$ cat src/rtl/bfcr_pkg.sv
`default_nettype none

package bfcr_pkg;
  // ----------------------------------------
  // widths
  // ----------------------------------------
  localparam int DATA_W = 32;
  localparam int HALF_W = 16;

  // ----------------------------------------
  // register addresses
  // ----------------------------------------
  localparam logic [31:0] ADDR_STATE     = 32'hC000_02D0;
  localparam logic [31:0] ADDR_DATA_LOW  = 32'hC000_0320;
  localparam logic [31:0] ADDR_DATA_HIGH = 32'hC000_0330;

  // ----------------------------------------
  // reset values and special codes
  // ----------------------------------------
  localparam logic [31:0] DATA_RST   = 32'h0000_0000;
  localparam logic [15:0] STATE_RST  = 16'h0000;
  localparam logic [15:0] STATE_ABRT = 16'hFFFF;

  // ----------------------------------------
  // state register fields
  // ----------------------------------------
  localparam int ST_PHASE_LSB = 0;
  localparam int ST_WRITE_BIT = 4;

  typedef enum logic [1:0] {
    BFCR_IDLE = 2'h0,
    BFCR_ADDR = 2'h1,
    BFCR_DATA = 2'h3,
    BFCR_HALT = 2'h2
  } bfcr_phase_t;
endpackage

`default_nettype wire

$ cat src/rtl/bfcr_save_if.sv
`default_nettype none

interface bfcr_save_if;
  logic        capture;
  logic [31:0] cap_data;
  logic [15:0] cap_state;
  logic [31:0] data;
  logic [15:0] state;

  modport ctrl  (output capture, output cap_data, output cap_state, input data, input state);
  modport store (input capture, input cap_data, input cap_state, output data, output state);
endinterface

`default_nettype wire

$ cat src/rtl/bfcr_top.sv
`default_nettype none

module bfcr_top (
  input  wire logic        sys_clk,
  input  wire logic        resetn,
  input  wire logic        cpu_req,
  input  wire logic        cpu_we,
  input  wire logic [31:0] cpu_addr,
  input  wire logic [31:0] cpu_wdata,
  output logic             cpu_done,
  output logic [31:0]      cpu_rdata,
  input  wire logic        cpu_resume,
  output logic             fault_irq,
  input  wire logic        io_sel,
  input  wire logic        io_wr,
  input  wire logic        io_wide,
  input  wire logic [31:0] io_addr,
  input  wire logic [31:0] io_wdata,
  output logic [31:0]      io_rdata,
  input  wire logic [31:0] local_addr_data_bus_in,
  output logic [31:0]      local_addr_data_bus_out,
  output logic             local_addr_data_bus_oe,
  input  wire logic        local_ready_in,
  input  wire logic        fault_code_in
);
  // ----------------------------------------
  // reset release
  // ----------------------------------------
  logic rst_meta;
  logic rst_n;
  always_ff @(posedge sys_clk or negedge resetn) begin
    if (!resetn) begin
      rst_meta <= 1'b0;
      rst_n    <= 1'b0;
    end else begin
      rst_meta <= 1'b1;
      rst_n    <= rst_meta;
    end
  end

  // ----------------------------------------
  // save registers
  // ----------------------------------------
  bfcr_save_if save ();

  bfcr_save_regs u_save (
    .sys_clk  (sys_clk),
    .rst_n    (rst_n),
    .io_sel   (io_sel),
    .io_wr    (io_wr),
    .io_wide  (io_wide),
    .io_addr  (io_addr),
    .io_wdata (io_wdata),
    .io_rdata (io_rdata),
    .bus      (save.store)
  );

  // ----------------------------------------
  // access decode
  // ----------------------------------------
  bfcr_pkg::bfcr_phase_t phase;
  bfcr_pkg::bfcr_phase_t next_phase;
  bfcr_pkg::bfcr_phase_t saved_phase;
  logic        we;
  logic [31:0] addr_q;
  logic [31:0] data_q;

  wire         in_bus    = (phase == bfcr_pkg::BFCR_ADDR) | (phase == bfcr_pkg::BFCR_DATA);
  wire         complete  = in_bus & local_ready_in;
  wire         faulted   = complete & fault_code_in;
  wire         ok        = complete & ~fault_code_in;
  wire [31:0]  bus_now   = local_addr_data_bus_oe ? local_addr_data_bus_out : local_addr_data_bus_in;
  wire         halted    = phase == bfcr_pkg::BFCR_HALT;
  wire         abort_req = save.state == bfcr_pkg::STATE_ABRT;
  wire         saved_we  = save.state[bfcr_pkg::ST_WRITE_BIT];
  wire         saved_ok  = (saved_phase == bfcr_pkg::BFCR_ADDR) | (saved_phase == bfcr_pkg::BFCR_DATA);
  wire         resume_go = halted & cpu_resume & ~abort_req & saved_ok;
  wire         resume_ab = halted & cpu_resume & ~resume_go;

  assign saved_phase = bfcr_pkg::bfcr_phase_t'(save.state[bfcr_pkg::ST_PHASE_LSB +: 2]);

  assign save.capture  = faulted;
  assign save.cap_data = bus_now;
  assign save.cap_state = {11'h000, we, 2'h0, phase};

  always_comb begin
    next_phase = phase;
    case (phase)
      bfcr_pkg::BFCR_IDLE: if (cpu_req) next_phase = bfcr_pkg::BFCR_ADDR;
      bfcr_pkg::BFCR_ADDR: if (faulted) next_phase = bfcr_pkg::BFCR_HALT;
                           else if (ok) next_phase = bfcr_pkg::BFCR_DATA;
      bfcr_pkg::BFCR_DATA: if (faulted) next_phase = bfcr_pkg::BFCR_HALT;
                           else if (ok) next_phase = bfcr_pkg::BFCR_IDLE;
      bfcr_pkg::BFCR_HALT: if (resume_go) next_phase = saved_phase;
                           else if (resume_ab) next_phase = bfcr_pkg::BFCR_IDLE;
      default:             next_phase = bfcr_pkg::BFCR_IDLE;
    endcase
  end

  // ----------------------------------------
  // access sequencer
  // ----------------------------------------
  always_ff @(posedge sys_clk or negedge rst_n) begin
    if (!rst_n) begin
      phase <= bfcr_pkg::BFCR_IDLE;
    end else begin
      phase <= next_phase;
    end
  end

  always_ff @(posedge sys_clk or negedge rst_n) begin
    if (!rst_n) begin
      we                      <= 1'b0;
      addr_q                  <= 32'h0000_0000;
      data_q                  <= 32'h0000_0000;
      local_addr_data_bus_out <= 32'h0000_0000;
      local_addr_data_bus_oe  <= 1'b0;
      cpu_done                <= 1'b0;
      cpu_rdata               <= 32'h0000_0000;
      fault_irq               <= 1'b0;
    end else begin
      cpu_done  <= 1'b0;
      fault_irq <= faulted;
      if (phase == bfcr_pkg::BFCR_IDLE && cpu_req) begin
        we                      <= cpu_we;
        addr_q                  <= cpu_addr;
        data_q                  <= cpu_wdata;
        local_addr_data_bus_out <= cpu_addr;
        local_addr_data_bus_oe  <= 1'b1;
      end else if (faulted) begin
        local_addr_data_bus_oe <= 1'b0;
      end else if (ok && phase == bfcr_pkg::BFCR_ADDR) begin
        local_addr_data_bus_out <= data_q;
        local_addr_data_bus_oe  <= we;
      end else if (ok) begin
        local_addr_data_bus_oe <= 1'b0;
        cpu_done               <= 1'b1;
        cpu_rdata              <= local_addr_data_bus_in;
      end else if (resume_go) begin
        we                      <= saved_we;
        local_addr_data_bus_out <= save.data;
        local_addr_data_bus_oe  <= (saved_phase == bfcr_pkg::BFCR_ADDR) | saved_we;
        if (saved_phase == bfcr_pkg::BFCR_DATA) data_q <= save.data;
      end
    end
  end

  // ----------------------------------------
  // checks
  // ----------------------------------------
  AST_SAVE_BUS: assert property (@(posedge sys_clk) disable iff (!rst_n)
    faulted |=> save.data == $past(bus_now))
    else $error("bus value not saved on fault");
  AST_SAVE_STATE: assert property (@(posedge sys_clk) disable iff (!rst_n)
    faulted |=> save.state == {11'h000, $past(we), 2'h0, $past(phase)})
    else $error("controller state not saved on fault");
  AST_NOTIFY: assert property (@(posedge sys_clk) disable iff (!rst_n)
    faulted |=> fault_irq ##1 !fault_irq)
    else $error("fault notice not a single pulse");
  AST_KIND_POINT: assert property (@(posedge sys_clk) disable iff (!rst_n)
    faulted |=> save.state[bfcr_pkg::ST_WRITE_BIT] == $past(we) && halted)
    else $error("saved access kind wrong");
  AST_RESTORE_BUS: assert property (@(posedge sys_clk) disable iff (!rst_n)
    (resume_go && saved_phase == bfcr_pkg::BFCR_ADDR) |=> local_addr_data_bus_oe
      && local_addr_data_bus_out == $past(save.data))
    else $error("saved bus value not driven on resume");
  AST_RESTORE_PHASE: assert property (@(posedge sys_clk) disable iff (!rst_n)
    resume_go |=> phase == $past(saved_phase))
    else $error("phase not reloaded on resume");
  AST_READ_SAVED: assert property (@(posedge sys_clk) disable iff (!rst_n)
    (faulted && !local_addr_data_bus_oe) |=> save.data == $past(local_addr_data_bus_in))
    else $error("read fault did not save bus value");
  AST_ABORT_IDLE: assert property (@(posedge sys_clk) disable iff (!rst_n)
    (halted && cpu_resume && abort_req) |=> phase == bfcr_pkg::BFCR_IDLE && !local_addr_data_bus_oe
      ##1 !cpu_done)
    else $error("abort did not go idle");
  AST_NO_EXT_CYCLE: assert property (@(posedge sys_clk) disable iff (!rst_n)
    faulted |=> !local_addr_data_bus_oe throughout (halted [*2]))
    else $error("bus driven while halted on fault");
  AST_ADDR_ON_BUS: assert property (@(posedge sys_clk) disable iff (!rst_n)
    (phase == bfcr_pkg::BFCR_ADDR) |-> local_addr_data_bus_oe && local_addr_data_bus_out == addr_q)
    else $error("address not driven in address phase");
  AST_WRITE_ON_BUS: assert property (@(posedge sys_clk) disable iff (!rst_n)
    (phase == bfcr_pkg::BFCR_DATA && we) |-> local_addr_data_bus_oe && local_addr_data_bus_out == data_q)
    else $error("write data not driven in data phase");
  AST_READ_RELEASED: assert property (@(posedge sys_clk) disable iff (!rst_n)
    (phase == bfcr_pkg::BFCR_DATA && !we) |-> !local_addr_data_bus_oe)
    else $error("bus driven in read data phase");
  AST_HALT_WAITS: assert property (@(posedge sys_clk) disable iff (!rst_n)
    (halted && !cpu_resume) |=> halted)
    else $error("left halt without resume");
  AST_IRQ_CAUSE: assert property (@(posedge sys_clk) disable iff (!rst_n)
    fault_irq |-> $past(faulted) && halted)
    else $error("fault notice without a fault");
  AST_READ_RESULT: assert property (@(posedge sys_clk) disable iff (!rst_n)
    (ok && phase == bfcr_pkg::BFCR_DATA) |=> cpu_done && cpu_rdata == $past(local_addr_data_bus_in))
    else $error("completion result wrong");
  AST_DONE_PULSE: assert property (@(posedge sys_clk) disable iff (!rst_n)
    cpu_done |=> !cpu_done)
    else $error("done longer than one cycle");
  AST_IDLE_QUIET: assert property (@(posedge sys_clk) disable iff (!rst_n)
    (phase == bfcr_pkg::BFCR_IDLE) |-> !local_addr_data_bus_oe)
    else $error("bus driven while idle");
  AST_REQ_IGNORED: assert property (@(posedge sys_clk) disable iff (!rst_n)
    (halted && cpu_req && !cpu_resume) |=> halted && !local_addr_data_bus_oe)
    else $error("request taken while halted");

  COV_READ_FAULT:  cover property (@(posedge sys_clk) disable iff (!rst_n) faulted && !we);
  COV_WRITE_FAULT: cover property (@(posedge sys_clk) disable iff (!rst_n) faulted && we);
  COV_RESUME:      cover property (@(posedge sys_clk) disable iff (!rst_n) resume_go ##[1:20] cpu_done);
  COV_ABORT:       cover property (@(posedge sys_clk) disable iff (!rst_n) resume_ab);
  COV_ADDR_RESUME: cover property (@(posedge sys_clk) disable iff (!rst_n) resume_go && saved_phase == bfcr_pkg::BFCR_ADDR);
endmodule

`default_nettype wire

$ cat src/rtl/bfcr_save_regs.sv
`default_nettype none

module bfcr_save_regs (
  input  wire logic        sys_clk,
  input  wire logic        rst_n,
  input  wire logic        io_sel,
  input  wire logic        io_wr,
  input  wire logic        io_wide,
  input  wire logic [31:0] io_addr,
  input  wire logic [31:0] io_wdata,
  output var  logic [31:0] io_rdata,
  bfcr_save_if.store       bus
);
  // ----------------------------------------
  // address decode
  // ----------------------------------------
  function automatic logic hit(input logic [31:0] a, input logic [31:0] t);
    return a == t;
  endfunction

  logic [31:0] data_reg;
  logic [15:0] state_reg;
  logic [31:0] next_rdata;
  wire         hit_state = io_sel & hit(io_addr, bfcr_pkg::ADDR_STATE);
  wire         hit_low   = io_sel & hit(io_addr, bfcr_pkg::ADDR_DATA_LOW);
  wire         hit_high  = io_sel & hit(io_addr, bfcr_pkg::ADDR_DATA_HIGH) & ~io_wide;
  wire         wr_low    = io_wr & hit_low;
  wire         wr_high   = io_wr & (hit_high | (hit_low & io_wide));
  wire         wr_state  = io_wr & hit_state;

  assign next_rdata = hit_low   ? (io_wide ? data_reg : {16'h0000, data_reg[15:0]}) :
                      hit_high  ? {16'h0000, data_reg[31:16]} :
                      hit_state ? {16'h0000, state_reg} : 32'h0000_0000;

  assign bus.data  = data_reg;
  assign bus.state = state_reg;

  // ----------------------------------------
  // storage
  // ----------------------------------------
  // capture wins
  always_ff @(posedge sys_clk or negedge rst_n) begin
    if (!rst_n) begin
      data_reg  <= bfcr_pkg::DATA_RST;
      state_reg <= bfcr_pkg::STATE_RST;
      io_rdata  <= 32'h0000_0000;
    end else begin
      io_rdata <= (io_sel & ~io_wr) ? next_rdata : 32'h0000_0000;
      if (bus.capture) begin
        data_reg  <= bus.cap_data;
        state_reg <= bus.cap_state;
      end else begin
        if (wr_low) data_reg[15:0] <= io_wdata[15:0];
        if (wr_high) data_reg[31:16] <= io_wide ? io_wdata[31:16] : io_wdata[15:0];
        if (wr_state) state_reg <= io_wdata[15:0];
      end
    end
  end

  // ----------------------------------------
  // checks
  // ----------------------------------------
  AST_CAPTURE_OVERWRITES: assert property (@(posedge sys_clk) disable iff (!rst_n)
    bus.capture |=> data_reg == $past(bus.cap_data) && state_reg == $past(bus.cap_state))
    else $error("capture did not overwrite saved values");
  AST_READ_HIGH_HALF: assert property (@(posedge sys_clk) disable iff (!rst_n)
    (hit_high & ~io_wr & ~bus.capture) |=> io_rdata == {16'h0000, $past(data_reg[31:16])})
    else $error("high half read wrong");
  AST_READ_WORD: assert property (@(posedge sys_clk) disable iff (!rst_n)
    (hit_low & io_wide & ~io_wr) |=> io_rdata == $past(data_reg))
    else $error("32-bit read wrong");
endmodule

`default_nettype wire

$ cat config.mk
export PLATFORM = sky130hd
export DESIGN_NAME = bfcr_top
export DESIGN_NICKNAME = d
export VERILOG_FILES = /design/src/rtl/bfcr_pkg.sv /design/src/rtl/bfcr_save_if.sv /design/src/rtl/bfcr_top.sv /design/src/rtl/bfcr_save_regs.sv
export SDC_FILE = /design/constraint.sdc
export NUM_CORES = 1
export LEC_CHECK = 0
export ABC_AREA = 0
export BUFFER_PORTS_ARGS = -buffer_cell sky130_fd_sc_hd__buf_2
export CORE_MARGIN = 4
export CORE_UTILIZATION = 50
export CTS_CLUSTER_SIZE = 16
export DETAILED_ROUTE_END_ITERATION = 8
export PLACE_DENSITY = 0.78
export SYNTH_ARGS = -nofsm -noshare
export SYNTH_HDL_FRONTEND = slang
export SYNTH_SLANG_ARGS = --single-unit
$ cat constraint.sdc
create_clock -name sys_clk -period 8.5 [get_ports sys_clk]
set_input_delay 0 -clock sys_clk [delete_from_list [all_inputs] [get_ports sys_clk]]
set_output_delay 0 -clock sys_clk [all_outputs]
set_load 0.03 [all_outputs]
# ---- Word-level counts from Yosys, hierarchy flattened
# Index checks and enable logic that the tools add are counted.
# W data, S select, Z words.
dict set report totals {
  reg_bits 184
  inputBits 170
  output_inout_bits 99
  wordCells 119
}
dict set report classes {
  eq_ne 17
  n_mux 45
  n_bitwise 28
  n_reduce_logical 15
}
# op n
set ops {}
lappend ops {{$mux W32} 17}
lappend ops {{$eq A32 B32 Y1 const B} 3}
lappend ops {{$mux W16} 6}
lappend ops {{$and A1 B1 Y1} 16}
lappend ops {{$eq A16 B16 Y1 const B} 1}
lappend ops {{$mux W1} 14}
lappend ops {{$mux W2} 7}
lappend ops {{$reduce_and A4 Y1} 3}
lappend ops {{$reduce_bool A2 Y1} 5}
lappend ops {{$not A1 Y1} 8}
lappend ops {{$pmux W2 S4} 1}
lappend ops {{$eq A2 B2 Y1 const B} 3}
lappend ops {{$ne A3 B1 Y1 const B} 2}
lappend ops {{$ne A3 B3 Y1 const B} 2}
lappend ops {{$reduce_and A5 Y1} 1}
lappend ops {{$reduce_bool A5 Y1} 1}
lappend ops {{$eq A2 B1 Y1 const B} 2}
lappend ops {{$ne A2 B1 Y1 const B} 2}
lappend ops {{$ne A2 B2 Y1 const B} 2}
lappend ops {{$or A1 B1 Y1} 4}
lappend ops {{$reduce_and A3 Y1} 1}
lappend ops {{$reduce_bool A3 Y1} 1}
lappend ops {{$logic_and A1 B1 Y1} 2}
lappend ops {{$logic_not A2 Y1} 1}

# ---- Longest topological paths before layout
dict set report logic_depth {
  word_depth 9
  ltp_mapped 8
  depth_no_buf 6
}

# ---- Modules after synthesis
# A second synthesis with hierarchy kept.
dict set report unflattened {
  hier_cells 957
  hier_area_um2 10040.9
}
# mod instances cells_per_inst area_per_inst_um2 seq_area_each_um2
set modules_own_cells {}
lappend modules_own_cells {bfcr_top 1 511 5507.8 2602.5}
lappend modules_own_cells {bfcr_save_regs 1 446 4533.1 2001.9}

# ---- Least setup slack after synthesis
# OpenSTA, ideal clock, no wires.
dict set report synth_timing {
  kind {flip-flop to flip-flop}
  startpoint {register u_save.state_reg[10] (netlist: u_save.bus.state[10])}
  endpoint {register local_addr_data_bus_out[10]}
  setup_time_ns 0.125
  t_arrival_ns 1.796
  t_required_ns 8.375
  slack_ns 6.580
  path_stages_with_launch 7
  path_buffers 1
  period_less_slack_ns 1.920
  cell_sequence {dfrtp_1 > nand4_1 > nor4_2 > o21ai_1 > o311ai_1 > buf_2 > mux2_2}
}
dict set report synth_between {
  elab_chain_cells 6
}
# item line
set synth_rtl {}
lappend synth_rtl {{start: declaration} bfcr_save_regs.sv:22} ;# logic [15:0] state_reg;
lappend synth_rtl {{start signal: assignment} bfcr_save_regs.sv:45} ;# state_reg <= bfcr_pkg::STATE_RST;
lappend synth_rtl {{start signal: assignment} bfcr_save_regs.sv:51} ;# state_reg <= bus.cap_state;
lappend synth_rtl {{start signal: assignment} bfcr_save_regs.sv:55} ;# if (wr_state) state_reg <= io_wdata[15:0];
lappend synth_rtl {{$eq A16 B16 Y1} bfcr_top.sv:74} ;# wire abort_req = save.state == bfcr_pkg::STATE_ABRT;
lappend synth_rtl {{$not A1 Y1} bfcr_top.sv:77} ;# wire resume_go = halted & cpu_resume & ~abort_req & saved_ok;
lappend synth_rtl {{$and A1 B1 Y1 (2 in a row)} bfcr_top.sv:77}
lappend synth_rtl {{$reduce_bool A3 Y1 (no line)} --}
lappend synth_rtl {{$reduce_and A3 Y1 (no line)} --}
lappend synth_rtl {{end signal: assignment} bfcr_top.sv:128} ;# local_addr_data_bus_out <= cpu_addr;
lappend synth_rtl {{end signal: assignment} bfcr_top.sv:133} ;# local_addr_data_bus_out <= data_q;
lappend synth_rtl {{end signal: assignment} bfcr_top.sv:141} ;# local_addr_data_bus_out <= save.data;
lappend synth_rtl {{end: declaration} bfcr_top.sv:21} ;# output logic [31:0] local_addr_data_bus_out,
# No other way between the ends.
# A chain may end at the register's enable or synchronous reset.

# ---- Worst setup path in the final report
dict set report layout_timing {
  startpoint {register phase[1]}
  endpoint {register phase[1]}
}
dict set report layout_between {
  elab_chain_cells 8
  word_cells_on_any_way 22
  cone_classes {eq/ne (7); mux (4); bitwise (9); reduce/logical (2)}
}
# item line
set layout_rtl {}
lappend layout_rtl {{start: declaration} bfcr_top.sv:61} ;# bfcr_pkg::bfcr_phase_t phase;
lappend layout_rtl {{start signal: assignment} bfcr_top.sv:105} ;# phase <= bfcr_pkg::BFCR_IDLE;
lappend layout_rtl {{start signal: assignment} bfcr_top.sv:107} ;# phase <= next_phase;
lappend layout_rtl {{$eq A2 B2 Y1} {bfcr_top.sv:73, bfcr_top.sv:88}}
lappend layout_rtl {{$and A1 B1 Y1} {bfcr_top.sv:77, bfcr_top.sv:78}}
lappend layout_rtl {{$and A1 B1 Y1 (2 in a row)} bfcr_top.sv:77}
lappend layout_rtl {{$not A1 Y1} bfcr_top.sv:78} ;# wire resume_ab = halted & cpu_resume & ~resume_go;
lappend layout_rtl {{$and A1 B1 Y1} bfcr_top.sv:78}
lappend layout_rtl {{$ne A3 B1 Y1 (no line)} --}
lappend layout_rtl {{$reduce_and A4 Y1 (no line)} --}
# Parallel ways exist; a longest one is shown, timed or not.

==> results_dict.tcl <==
set metrics [dict create \
    cts_buffers 17 \
    fin_setup_tns_ns 0 \
    routed_wl_um 32180 \
    worstPathArrival_ns 3.15 \
    synth_nets 1082 \
    synth.distinct_cells 42 \
    end_kind "flop" \
    io_pins 269 \
    wl_per_cell_um 21.35 \
    postSynth.asyncResetShare_pct 100.0 \
    grt_max_degree 77 \
    drt_iter0_markers 933 \
    post-cts-setup-buffers 0 \
    antenna_found_initial 3 \
    die_w_um 142.1 \
    synth_area_leaders "dfrtp_1 51%, mux2i_1 11%, nand2_1 6.3%" \
    yosys.area.top_type "dfrtp_1" \
    synth.avg_cell_area_um2 9.859 \
    area_growth_pct 36.82 \
    clock.fmax_ghz 0.3523 \
    clk_latency_ns 0.43 \
    first_global_vias 9022 \
    wl_met2_um 15270 \
    start_kind "flop" \
    cpPeakStageDelay_ns 1.00 \
    cts_tree "done" \
    drt-met1-wl_um 12270 \
    crit_type "flop to flop" \
    synth_top_area_share_pct 51.21 \
    setup_viol 0 \
    syn_inst 912 \
    ys_ff_latch 184 \
    clock_skew_ns 0.009145 \
    dp_hpwl_um 21420 \
    initial_core_util_pct 51.45 \
    top_layer "met5" \
    hold_path_class "input port to flop" \
    drc_errors 0 \
    peakVddDrop_v 0.0002134 \
    rows 48 \
    leakage_nw 5.641 \
    status "complete, no violations" \
    grt_pass1_wl_um 49400 \
    rsz0062_at_grt "false" \
    synth_warnings 0 \
    finalCritPeriodShare_pct 33.39 \
    gp_congestion 0.9626 \
    critPathSlowestCell "clkinv_1" \
    track_usage_pct 31.60 \
    drive_above_1_share_pct 29.22 \
    h-tree-depth 4 \
    place.port_buffers 268 \
    power-per-cell-area_nw_per_um2 323.0 \
    fp.dieH_um 142.1 \
    crit_fanout 34 \
    synth_edf_count 0 \
    synth_seq_area_share_pct 51.21 \
    slew_headroom_pct 20.48 \
    vias_per_cell 5.943 \
    grt-ovfl-total 0 \
    fin_crit_ns 2.838 \
    ys.flop_type "dfrtp_1" \
    worst_slew_pin_slew_ns 1.189 \
    cp_cell_sequence "inv_1 > or3_1 > buf_4 > clkinv_1 > a211oi_1" \
    dieArea_um2 20190 \
    cts_sinks 184 \
    coreArea_um2 17480 \
    timing.max_cap.violations 0 \
    synth_area_um2 8991 \
    hold_viol_final 0 \
    drtPass1Iterations 6 \
    required_ns 8.82 \
    cts_resized 0 \
    wl_met3_um 3061 \
    route.vias.total 8956 \
    cts_max_path_buffers 2 \
    root_buffer "clkbuf_16" \
    drtAntennaViolNets 0 \
    clkSlewWorstSetupHoldPaths_ns 0.07 \
    drv_slew 0 \
    fin_util_pct 70.39 \
    final_nets 1437 \
]
per-layer routing:
| metal | up-vias | GRT usage, % |
|---|---|---|
| li1 | 3944 | - |
| met1 | 4293 | 40.93 |
| met2 | 589 | 50.09 |
| met3 | 128 | 7.460 |
| met4 | 2 | 15.61 |
| met5 | - | 0 |
worst max-delay path, delay by kind of cell, from the launching register on:
family / cells / cell delay, ns
compound gates: 1 / 0.52
buf+inv: 3 / 1.57
flops: 1 / 0.49
simple gates: 1 / 0.13
Yosys cell counts (18+ instances only):
| master | number |
|---|---|
| a22oi_1 | 32 |
| nor3_1 | 33 |
| nor2_1 | 69 |
| clkbuf_1 | 54 |
| nand2_1 | 152 |
| dfrtp_1 | 184 |
| mux2i_1 | 97 |
| inv_1 | 20 |
| o21ai_0 | 67 |
| mux2_2 | 32 |
| a21oi_1 | 52 |
| nor4_1 | 18 |
worst paths after layout:
| check | startpoint | end | slack, ns | cells after the start |
|---|---|---|---|---|
| worst min register to register | rst_meta | rst_n | 0.35 | 0 |
| worst max register to register | phase[1] | phase[1] | 5.66 | 5 |
| worst min-delay path | io_wdata[19] | u_save.bus.data[19] | 0.02 | 3 |
| worst max-delay path | phase[1] | phase[1] | 5.66 | 5 |
| max in group asynchronous | rst_n | local_addr_data_bus_oe | 5.98 | 2 |
| min in group asynchronous | rst_n | cpu_rdata[12] | 0.40 | 0 |
per-stage QoR:
stage | cell area [um2] | power [mW] | instances | setup WS (ns) | hold WS [ns]
after global routing | 12300 | 4.171 | 1506 | 5.428 | 0.02352
after detailed placement | 10460 | 3.087 | 1347 | 5.711 | -0.2127
after global placement | 10460 | 3.033 | 1347 | 5.769 | -0.2136
after CTS | 12300 | 3.918 | 1505 | 5.699 | 0.005342
final | 12300 | 3.973 | 1507 | 5.662 | 0.02084
after floorplan | 8991 | 2.568 | 912 | 2.993 | -0.2956
power breakdown:
| part | internal, mW | switching, mW | total, mW |
|---|---|---|---|
| Combinational | 0.663 | 1.03 | 1.69 |
| Sequential | 1.20 | 0.303 | 1.50 |
| Clock | 0.441 | 0.340 | 0.781 |
cell families after synthesis:
logic type             after synthesis  synth area share [%]
muxes                              129                 14.81
other                                1               0.04171
buffers and inverters               92                 4.091
and+or+nand+nor                    300                 15.18
DFF                                184                 51.21
AOI/OAI and AO/OA                  206                 14.67
cells in the final DEF (no fill, tap or decap), drive strengths merged, types with 3 or more instances in the layout:
| cell type | netlist | routed |
|---|---|---|
| a21oi | 52 | 52 |
| a22oi | 32 | 32 |
| a31oi | 16 | 16 |
| buf | 16 | 280 |
| clkbuf | 54 | 21 |
| clkinv | 1 | 6 |
| dfrtp | 184 | 184 |
| dlygate4sd3 | 0 | 126 |
| inv | 21 | 23 |
| mux2 | 32 | 32 |
| mux2i | 97 | 97 |
| nand2 | 152 | 152 |
| nand2b | 3 | 3 |
| nand4 | 7 | 7 |
| nor2 | 69 | 69 |
| nor3 | 35 | 35 |
| nor4 | 21 | 21 |
| nor4b | 4 | 4 |
| o21ai | 68 | 68 |
| o221a | 16 | 16 |
| o22a | 16 | 16 |
cell type report:
| class | count | area [um2] |
|---|---|---|
| fill | 1279 | 5175 |
| sequential | 184 | 4609 |
| multi-input combinational | 636 | 4059 |
| timing repair buffer | 406 | 2693 |
| clock buffer | 21 | 450.4 |
| tap | 225 | 281.5 |
| clock inverter | 11 | 121.4 |
| inverter | 22 | 82.58 |
| antenna | 2 | 5.005 |
timing repair:
| action | 4_1_cts | 5_1_grt |
|---|---|---|
| hold endpoints to repair | 146 | 0 |
| hold buffers | 126 | 0 |
| endpoints found under the setup margin | 0 | 0 |
Power figures use the tool's default switching activity.
